===== src/verilog/aoms_regs.vh =====
// Register offsets, field positions and reset values of the trim and magnetic status block
`ifndef AOMS_REGS_VH
`define AOMS_REGS_VH

`define AOMS_ADDR_ACC_X_HI   8'h01
`define AOMS_ADDR_ACC_X_LO   8'h02
`define AOMS_ADDR_ACC_Y_HI   8'h03
`define AOMS_ADDR_ACC_Y_LO   8'h04
`define AOMS_ADDR_ACC_Z_HI   8'h05
`define AOMS_ADDR_ACC_Z_LO   8'h06
`define AOMS_ADDR_TRIM_X     8'h2F
`define AOMS_ADDR_TRIM_Y     8'h30
`define AOMS_ADDR_TRIM_Z     8'h31
`define AOMS_ADDR_MAG_FLAGS  8'h32
`define AOMS_ADDR_MAG_X_HI   8'h33
`define AOMS_ADDR_MAG_X_LO   8'h34
`define AOMS_ADDR_MAG_Y_HI   8'h35
`define AOMS_ADDR_MAG_Y_LO   8'h36
`define AOMS_ADDR_MAG_Z_HI   8'h37
`define AOMS_ADDR_MAG_Z_LO   8'h38

`define AOMS_TRIM_RESET      8'h00
`define AOMS_FLAGS_RESET     8'h00
`define AOMS_RDATA_UNMAPPED  8'h00

`define AOMS_BIT_XDR         0
`define AOMS_BIT_YDR         1
`define AOMS_BIT_ZDR         2
`define AOMS_BIT_ZYXDR       3
`define AOMS_BIT_XOW         4
`define AOMS_BIT_YOW         5
`define AOMS_BIT_ZOW         6
`define AOMS_BIT_ZYXOW       7

`endif


===== src/verilog/aoms_mag_axis.v =====
// One magnetic axis: sample holder with ready and overwrite flags
`timescale 1ns/1ps
`default_nettype none
`include "aoms_regs.vh"

module aoms_mag_axis (
   input  wire        clk,
   input  wire        nrst,
   input  wire        done,
   input  wire [15:0] sample,
   input  wire        hi_rd,
   output reg  [15:0] data_q,
   output reg         rdy_q,
   output reg         ovw_q
);

   always @(posedge clk) begin
      if (!nrst) begin
         data_q <= 16'h0000;
         rdy_q  <= 1'b0;
         ovw_q  <= 1'b0;
      end else begin
         if (done) begin
            data_q <= sample;
         end
         // Set beats a same-cycle high-byte read
         if (done) begin
            rdy_q <= 1'b1; // RULE14
         end else if (hi_rd) begin
            rdy_q <= 1'b0; // RULE14
         end
         if (done && rdy_q) begin
            ovw_q <= 1'b1; // RULE9 RULE11 RULE12
         end else if (hi_rd) begin
            ovw_q <= 1'b0; // RULE10 RULE11 RULE12
         end
      end
   end

endmodule
`default_nettype wire


===== src/verilog/aoms_top.v =====
// Accelerometer offset trim and magnetometer sample status register block
//
// Function
// RULE1: One signed 8-bit trim value per accelerometer axis X, Y, Z.
// RULE2: Each trim unit is 2 mg, range -256 mg to +254 mg.
// RULE3: Trim is added to the raw sample before the acceleration output registers 0x01-0x06.
// RULE4: Trim registers change only in standby; host must enter standby first.
// RULE5: Trim X, Y, Z at 0x2F, 0x30, 0x31, eight bits, read/write, reset zero.
// RULE6: Status at 0x32 read-only, reset zero: overwrite flags 7-4, ready flags 3-0.
// RULE7: Combined overwrite sets when any axis sample is overwritten before retrieval.
// RULE8: Combined overwrite clears once all three magnetic high bytes are read.
// RULE9: Z overwrite sets on new Z sample before old retrieved; new replaces old.
// RULE10: Z overwrite clears on any read of the Z high byte.
// RULE11: Y overwrite sets like Z and clears on Y high-byte read.
// RULE12: X overwrite sets like Z and clears on X high-byte read.
// RULE13: Combined ready shows a full new X, Y, Z set; clears after three high-byte reads.
// RULE14: Axis ready sets on new axis sample, clears on that axis's high-byte read.
// RULE15: Magnetic outputs are 16-bit two's complement, high byte first, at 0x33-0x38.
// RULE16: Trim writes while active are ignored and contents read back unchanged.
`timescale 1ns/1ps
`default_nettype none
`include "aoms_regs.vh"

module aoms_top #(
   parameter ACC_W      = 14,
   parameter TRIM_SHIFT = 3
) (
   input  wire             clk,
   input  wire             nrst,
   input  wire             active_mode,
   input  wire [7:0]       reg_addr,
   input  wire             reg_wr,
   input  wire             reg_rd,
   input  wire [7:0]       reg_wdata,
   output reg  [7:0]       reg_rdata_q,
   input  wire             acc_done,
   input  wire [ACC_W-1:0] acc_raw_x,
   input  wire [ACC_W-1:0] acc_raw_y,
   input  wire [ACC_W-1:0] acc_raw_z,
   output reg  [ACC_W-1:0] acc_out_x_q,
   output reg  [ACC_W-1:0] acc_out_y_q,
   output reg  [ACC_W-1:0] acc_out_z_q,
   input  wire             mag_x_done,
   input  wire             mag_y_done,
   input  wire             mag_z_done,
   input  wire [15:0]      mag_x_sample,
   input  wire [15:0]      mag_y_sample,
   input  wire [15:0]      mag_z_sample,
   output reg  [7:0]       mag_sample_flags_q
);

   localparam SUM_W = ACC_W + 2;
   localparam [SUM_W-1:0] SAT_MAX = {3'b000, {(ACC_W-1){1'b1}}};
   localparam [SUM_W-1:0] SAT_MIN = {3'b111, {(ACC_W-1){1'b0}}};

   reg  [7:0]       accel_trim_x_q;
   reg  [7:0]       accel_trim_y_q;
   reg  [7:0]       accel_trim_z_q;
   reg  [2:0]       hi_seen_q;
   reg              zyx_rdy_q;
   reg              zyx_ovw_q;
   reg  [7:0]       rdata_d;
   reg  [2:0]       hi_seen_d;
   reg              all_read;

   wire             rd_x_hi;
   wire             rd_y_hi;
   wire             rd_z_hi;
   wire [15:0]      mag_x_q;
   wire [15:0]      mag_y_q;
   wire [15:0]      mag_z_q;
   wire [2:0]       rdy_q;
   wire [2:0]       ovw_q;
   wire [2:0]       done_vec;
   wire [2:0]       ovw_evt;
   wire             trim_wr_ok;
   wire [SUM_W-1:0] sum_x;
   wire [SUM_W-1:0] sum_y;
   wire [SUM_W-1:0] sum_z;

   // Left-justified 16-bit view of the acceleration result for the byte registers
   wire [15:0]      acc_x16 = {acc_out_x_q, {(16-ACC_W){1'b0}}};
   wire [15:0]      acc_y16 = {acc_out_y_q, {(16-ACC_W){1'b0}}};
   wire [15:0]      acc_z16 = {acc_out_z_q, {(16-ACC_W){1'b0}}};

   assign rd_x_hi    = reg_rd && (reg_addr == `AOMS_ADDR_MAG_X_HI);
   assign rd_y_hi    = reg_rd && (reg_addr == `AOMS_ADDR_MAG_Y_HI);
   assign rd_z_hi    = reg_rd && (reg_addr == `AOMS_ADDR_MAG_Z_HI);
   assign done_vec   = {mag_z_done, mag_y_done, mag_x_done};
   assign ovw_evt    = done_vec & rdy_q;
   assign trim_wr_ok = reg_wr && !active_mode; // RULE4 RULE16

   // Sign-extend the trim and scale one unit to 2 mg in sample counts
   function [SUM_W-1:0] trim_ext;
      input [7:0] t;
      begin
         trim_ext = {{(SUM_W-8){t[7]}}, t} << TRIM_SHIFT; // RULE1 RULE2
      end
   endfunction

   // Saturate rather than wrap so a large trim cannot flip the sign of the result
   function [ACC_W-1:0] sat;
      input [SUM_W-1:0] s;
      begin
         if (!s[SUM_W-1] && (s > SAT_MAX)) begin
            sat = SAT_MAX[ACC_W-1:0];
         end else if (s[SUM_W-1] && (s < SAT_MIN)) begin
            sat = SAT_MIN[ACC_W-1:0];
         end else begin
            sat = s[ACC_W-1:0];
         end
      end
   endfunction

   assign sum_x = {{2{acc_raw_x[ACC_W-1]}}, acc_raw_x} + trim_ext(accel_trim_x_q); // RULE3
   assign sum_y = {{2{acc_raw_y[ACC_W-1]}}, acc_raw_y} + trim_ext(accel_trim_y_q); // RULE3
   assign sum_z = {{2{acc_raw_z[ACC_W-1]}}, acc_raw_z} + trim_ext(accel_trim_z_q); // RULE3

   aoms_mag_axis u_axis_x (
      .clk    (clk),
      .nrst   (nrst),
      .done   (mag_x_done),
      .sample (mag_x_sample),
      .hi_rd  (rd_x_hi),
      .data_q (mag_x_q),
      .rdy_q  (rdy_q[0]),
      .ovw_q  (ovw_q[0])
   );

   aoms_mag_axis u_axis_y (
      .clk    (clk),
      .nrst   (nrst),
      .done   (mag_y_done),
      .sample (mag_y_sample),
      .hi_rd  (rd_y_hi),
      .data_q (mag_y_q),
      .rdy_q  (rdy_q[1]),
      .ovw_q  (ovw_q[1])
   );

   aoms_mag_axis u_axis_z (
      .clk    (clk),
      .nrst   (nrst),
      .done   (mag_z_done),
      .sample (mag_z_sample),
      .hi_rd  (rd_z_hi),
      .data_q (mag_z_q),
      .rdy_q  (rdy_q[2]),
      .ovw_q  (ovw_q[2])
   );

   // Trim registers
   always @(posedge clk) begin
      if (!nrst) begin
         accel_trim_x_q <= `AOMS_TRIM_RESET; // RULE5
         accel_trim_y_q <= `AOMS_TRIM_RESET;
         accel_trim_z_q <= `AOMS_TRIM_RESET;
      end else if (trim_wr_ok) begin
         if (reg_addr == `AOMS_ADDR_TRIM_X) begin
            accel_trim_x_q <= reg_wdata; // RULE5
         end else if (reg_addr == `AOMS_ADDR_TRIM_Y) begin
            accel_trim_y_q <= reg_wdata; // RULE5
         end else if (reg_addr == `AOMS_ADDR_TRIM_Z) begin
            accel_trim_z_q <= reg_wdata; // RULE5
         end
      end
   end

   // Acceleration results, trim applied on capture
   always @(posedge clk) begin
      if (!nrst) begin
         acc_out_x_q <= {ACC_W{1'b0}};
         acc_out_y_q <= {ACC_W{1'b0}};
         acc_out_z_q <= {ACC_W{1'b0}};
      end else if (acc_done) begin
         acc_out_x_q <= sat(sum_x); // RULE3
         acc_out_y_q <= sat(sum_y); // RULE3
         acc_out_z_q <= sat(sum_z); // RULE3
      end
   end

   // High-byte reads since the last full set; restarted when all three are in
   always @* begin
      hi_seen_d = hi_seen_q | {rd_z_hi, rd_y_hi, rd_x_hi};
      all_read  = &hi_seen_d;
      if (all_read) begin
         hi_seen_d = 3'b000;
      end
   end

   // Combined flags
   always @(posedge clk) begin
      if (!nrst) begin
         hi_seen_q <= 3'b000;
         zyx_rdy_q <= 1'b0;
         zyx_ovw_q <= 1'b0;
      end else begin
         hi_seen_q <= hi_seen_d;
         // Set wins over the clear by the third high-byte read
         if ((|done_vec) && (&(rdy_q | done_vec))) begin
            zyx_rdy_q <= 1'b1; // RULE13
         end else if (all_read) begin
            zyx_rdy_q <= 1'b0; // RULE13
         end
         if (|ovw_evt) begin
            zyx_ovw_q <= 1'b1; // RULE7
         end else if (all_read) begin
            zyx_ovw_q <= 1'b0; // RULE8
         end
      end
   end

   // Read mux; unmapped addresses answer zero
   always @* begin
      if (reg_addr == `AOMS_ADDR_ACC_X_HI) begin
         rdata_d = acc_x16[15:8];
      end else if (reg_addr == `AOMS_ADDR_ACC_X_LO) begin
         rdata_d = acc_x16[7:0];
      end else if (reg_addr == `AOMS_ADDR_ACC_Y_HI) begin
         rdata_d = acc_y16[15:8];
      end else if (reg_addr == `AOMS_ADDR_ACC_Y_LO) begin
         rdata_d = acc_y16[7:0];
      end else if (reg_addr == `AOMS_ADDR_ACC_Z_HI) begin
         rdata_d = acc_z16[15:8];
      end else if (reg_addr == `AOMS_ADDR_ACC_Z_LO) begin
         rdata_d = acc_z16[7:0];
      end else if (reg_addr == `AOMS_ADDR_TRIM_X) begin
         rdata_d = accel_trim_x_q; // RULE16
      end else if (reg_addr == `AOMS_ADDR_TRIM_Y) begin
         rdata_d = accel_trim_y_q;
      end else if (reg_addr == `AOMS_ADDR_TRIM_Z) begin
         rdata_d = accel_trim_z_q;
      end else if (reg_addr == `AOMS_ADDR_MAG_FLAGS) begin
         rdata_d = {zyx_ovw_q, ovw_q[2], ovw_q[1], ovw_q[0],
                    zyx_rdy_q, rdy_q[2], rdy_q[1], rdy_q[0]}; // RULE6
      end else if (reg_addr == `AOMS_ADDR_MAG_X_HI) begin
         rdata_d = mag_x_q[15:8]; // RULE15
      end else if (reg_addr == `AOMS_ADDR_MAG_X_LO) begin
         rdata_d = mag_x_q[7:0]; // RULE15
      end else if (reg_addr == `AOMS_ADDR_MAG_Y_HI) begin
         rdata_d = mag_y_q[15:8];
      end else if (reg_addr == `AOMS_ADDR_MAG_Y_LO) begin
         rdata_d = mag_y_q[7:0];
      end else if (reg_addr == `AOMS_ADDR_MAG_Z_HI) begin
         rdata_d = mag_z_q[15:8];
      end else if (reg_addr == `AOMS_ADDR_MAG_Z_LO) begin
         rdata_d = mag_z_q[7:0];
      end else begin
         rdata_d = `AOMS_RDATA_UNMAPPED;
      end
   end

   // Read data and a mirror of the status byte
   always @(posedge clk) begin
      if (!nrst) begin
         reg_rdata_q        <= 8'h00;
         mag_sample_flags_q <= `AOMS_FLAGS_RESET; // RULE6
      end else begin
         if (reg_rd) begin
            reg_rdata_q <= rdata_d;
         end
         mag_sample_flags_q <= {zyx_ovw_q, ovw_q[2], ovw_q[1], ovw_q[0],
                                zyx_rdy_q, rdy_q[2], rdy_q[1], rdy_q[0]};
      end
   end

endmodule
`default_nettype wire


===== config.mk =====
export PLATFORM = sky130hd
export DESIGN_NAME = aoms_top
export DESIGN_NICKNAME = d
export VERILOG_FILES = /design/src/verilog/aoms_mag_axis.v /design/src/verilog/aoms_top.v
export VERILOG_INCLUDE_DIRS = /design/src /design/src/verilog
export SDC_FILE = /design/constraint.sdc
export NUM_CORES = 1
export LEC_CHECK = 0
export ABC_AREA = 1
export BUFFER_PORTS_ARGS = -buffer_cell sky130_fd_sc_hd__buf_2
export CAP_MARGIN = 20
export CELL_PAD_IN_SITES_DETAIL_PLACEMENT = 0
export CELL_PAD_IN_SITES_GLOBAL_PLACEMENT = 1
export CORE_MARGIN = 1.5
export CORE_UTILIZATION = 35
export CTS_CLUSTER_DIAMETER = 200
export DETAILED_ROUTE_END_ITERATION = 10
export PLACE_DENSITY_LB_ADDON = 0.1
export REMOVE_ABC_BUFFERS = 1
export SETUP_SLACK_MARGIN = 0.15
export SYNTH_ARGS = -nofsm -noshare
export SYNTH_HDL_FRONTEND = slang
export SYNTH_SLANG_ARGS = --single-unit

===== constraint.sdc =====
create_clock -name clk -period 3.1 [get_ports clk]
set_input_delay 0.62 -clock clk [delete_from_list [all_inputs] [get_ports clk]]
set_output_delay 0.62 -clock clk [all_outputs]
set_load 0.005 [all_outputs]

==> results_dict.tcl <==
set metrics [dict create \
    rows 53 \
    p_seq_share_pct 42.8 \
    drt-wirelength-per-cell_um 16.9 \
    reg2regPathDepth 13 \
    tritoncts "built" \
    firstDrtPassIters 5 \
    worst_pin_slew_ps 713 \
    post-route-period-util_pct 83.5 \
    wl_um 26000 \
    grt_pass1_wl_um 40300 \
    worst_ir_drop_vdd_mv 0.326 \
    clock_path_buffers 2 \
    critPathCaptureType "register" \
    vias 7556 \
    rsz0062_at_grt "no" \
    initial_core_util_pct 35.8 \
    antenna_found_initial 3 \
    clockPowerShare_pct 46.4 \
    fin_ws_ps 511 \
    grt_pass1_vias 7461 \
    r2r-start "accel_trim_y_q[0]" \
    yosys_warnings 0 \
    combPwrFrac_pct 10.8 \
    relSlewSlack_pct 52.4 \
    clkTransAtPathRegs_ps 60 \
    syn_inst 1077 \
    wl_met1_um 11800 \
    p_int_w 0.00347 \
    ctsResizeCount 0 \
    critPathRequiredTime_ps 3460 \
    finalMaxSlewViolations 0 \
    cts-root-buf "clkbuf_16" \
    nets 1397 \
    dpl_worst_slack_ps 258 \
    period_needed_ps 2590 \
    r2r-end "acc_out_y_q[5]" \
    critical_path_class "register to register" \
    p_sw_share_pct 25.8 \
    p_leak_nw 4.40 \
    synth.top_cell.area_share_pct 37.4 \
    ios 173 \
    overflow 0 \
    highest_layer "met5" \
    crit_path_start "accel_trim_y_q[0]" \
    synth_area_per_cell_um2 7.00 \
    start_kind "register" \
    via_per_inst 4.93 \
    hold_viol 0 \
    fillerInstances 2269 \
    drive_above_1_share_pct 23.1 \
    drtIter0Drc 337 \
    cts_setup_buffers 0 \
    power.switching_w 0.00120 \
    htreeDepth 4 \
    area_growth_pct 23.7 \
    setup_viol 0 \
    cts_buffers 17 \
    fp.dieW_um 150 \
    reg2reg_slack_ps 510 \
    antenna_left 0 \
    netlist_area_um2 7540 \
    fin_setup_tns_ps 0 \
    portBuffers 172 \
    crit_end "acc_out_y_q[5]" \
    cts_sinks 141 \
    ys_seq_area_share_pct 37.4 \
    grt.total_usage_pct 23.8 \
    post-route-drc-count 0 \
    worstHoldPathType "input pin to register" \
    status "finished, final reports clean" \
    cp.arrival_ps 2950 \
    grt_start_max_net_pins 49 \
    finClkSkew_ps 9.63 \
    synth_top_area_cell "dfxtp_1" \
    yosys-top-cells-area "dfxtp_1 (37%), nand2_1 (10%), a21oi_1 (7.3%)" \
    dr_wl_met3_um 1300 \
    ys_ff_latch 141 \
    gp_congestion 0.907 \
    design.core.area_um2 21100 \
    die_h_um 150 \
    critPathMaxFanout 8 \
    clock_latency_ps 430 \
    dr_wl_met2_um 12300 \
    max_cap_viol_count 0 \
    place_hpwl_um 20400 \
    powerDensity_nw_per_um2 501 \
    max_freq_mhz 386 \
    yosys.cell_types.count 41 \
    die_area_um2 22400 \
    hold_buffers 0 \
]
-- state kept, by name, summed over array words and instances, names as in the netlist, 14 cells and up --
| register | flops |
|---|---|
| acc_out_z_q | 14 |
| acc_out_x_q | 14 |
| u_axis_z.data_q | 16 |
| u_axis_y.data_q | 16 |
| u_axis_x.data_q | 16 |
| acc_out_y_q | 14 |
-- through the flow --
step                area, µm²  utilization, %  total power (W)  hold WS [ps]  instances
global placement         8700            41.3          0.00254           438       1502
floorplan                7400               -          0.00227           415       1042
global route             9330            44.2          0.00486           405       1534
detailed placement       8700            41.3          0.00254           446       1502
finish                   9330            44.2          0.00467           408       1534
CTS                      9320            44.2          0.00471           397       1533
-- cells in the final DEF, fill, tap and decap left out, types with 12 or more instances in the layout --
master	instances
ha_1	33
nor2_1	137
a21oi_2	16
clkbuf_16	17
nand2_1	210
dfxtp_1	141
buf_4	13
o21ai_1	15
nand3_1	64
or2_2	20
nand4_1	17
buf_2	172
inv_2	12
o21ai_0	100
a21oi_1	110
inv_1	92
-- routing by layer --
metal | global-route usage, % | vias up
li1 | - | 3928
met1 | 30.5 | 3388
met2 | 39.6 | 195
met3 | 4.36 | 43
met4 | 8.73 | 2
met5 | 0 | -
-- how the worst min path moves through the flow --
stage / end / slack [ps] / cells past startpoint / start
3_3_place_gp: mag_sample_flags_q[3] / 440 / 2 / zyx_rdy_q
4_1_cts: u_axis_z.data_q[3] / 400 / 3 / mag_z_sample[3]
2_1_floorplan: mag_sample_flags_q[4] / 420 / 2 / u_axis_x.ovw_q
5_1_grt: u_axis_y.data_q[3] / 410 / 3 / mag_y_sample[3]
6_report: u_axis_z.data_q[3] / 410 / 3 / mag_z_sample[3]
3_5_place_dp: mag_sample_flags_q[7] / 450 / 2 / zyx_ovw_q
-- final cells by class --
cell class	count	area, µm²	area share, %
Clock buffer	18	429	4.60
Inverter	106	398	4.27
Multi-Input combinational cell	795	4180	44.8
Tap cell	275	344	3.69
Sequential cell	141	2820	30.3
Clock inverter	13	190	2.04
Antenna cell	1	2.50	0.0268
Timing Repair Buffer	185	958	10.3
-- Yosys cell counts (all sizes together) --
cell type / number
nand4: 17
a31o: 1
ha: 33
clkbuf: 30
clkinv: 2
nand2: 212
buf: 5
inv: 104
xor2: 6
and3: 1
a21oi: 126
dfxtp: 141
o21bai: 6
a32o: 1
nor3b: 1
o211ai: 1
a22oi: 3
a221oi: 4
a21o: 3
fa: 3
o21ai: 121
nand3: 66
mux2i: 3
or2: 20
o21a: 3
nor2: 148
o2111ai: 2
o22ai: 4
nor3: 10
-- power groups by stage --
stage / clock (W) / sequential, W / combinational [W]
final: 0.00217 / 0.00200 / 0.000506
after detailed placement: 0 / 0.00204 / 0.000507
after floorplan: 0 / 0.00201 / 0.000260
after CTS: 0.00220 / 0.00200 / 0.000511
after global routing: 0.00228 / 0.00201 / 0.000574
after global placement: 0 / 0.00204 / 0.000505
-- cell families after synthesis --
kind of cell	synth area share [%]
compound gates	20.9
buf+inv	7.13
xor+xnor	0.697
simple gates	27.2
fa+ha+maj	6.27
flops	37.4
mux	0.398
-- critical path, cell delays in order, from the launching register on --
cell	delay, ps
dfxtp_1	410
ha_1	200
inv_1	50
fa_1	410
o21ai_2	230
nand2_1	100
nand2_1	100
a21oi_1	90
o21bai_2	130
xor2_1	260
nor2_2	100
inv_2	150
nand3_1	150
a21oi_2	130
Power figures use the tool's default switching activity.
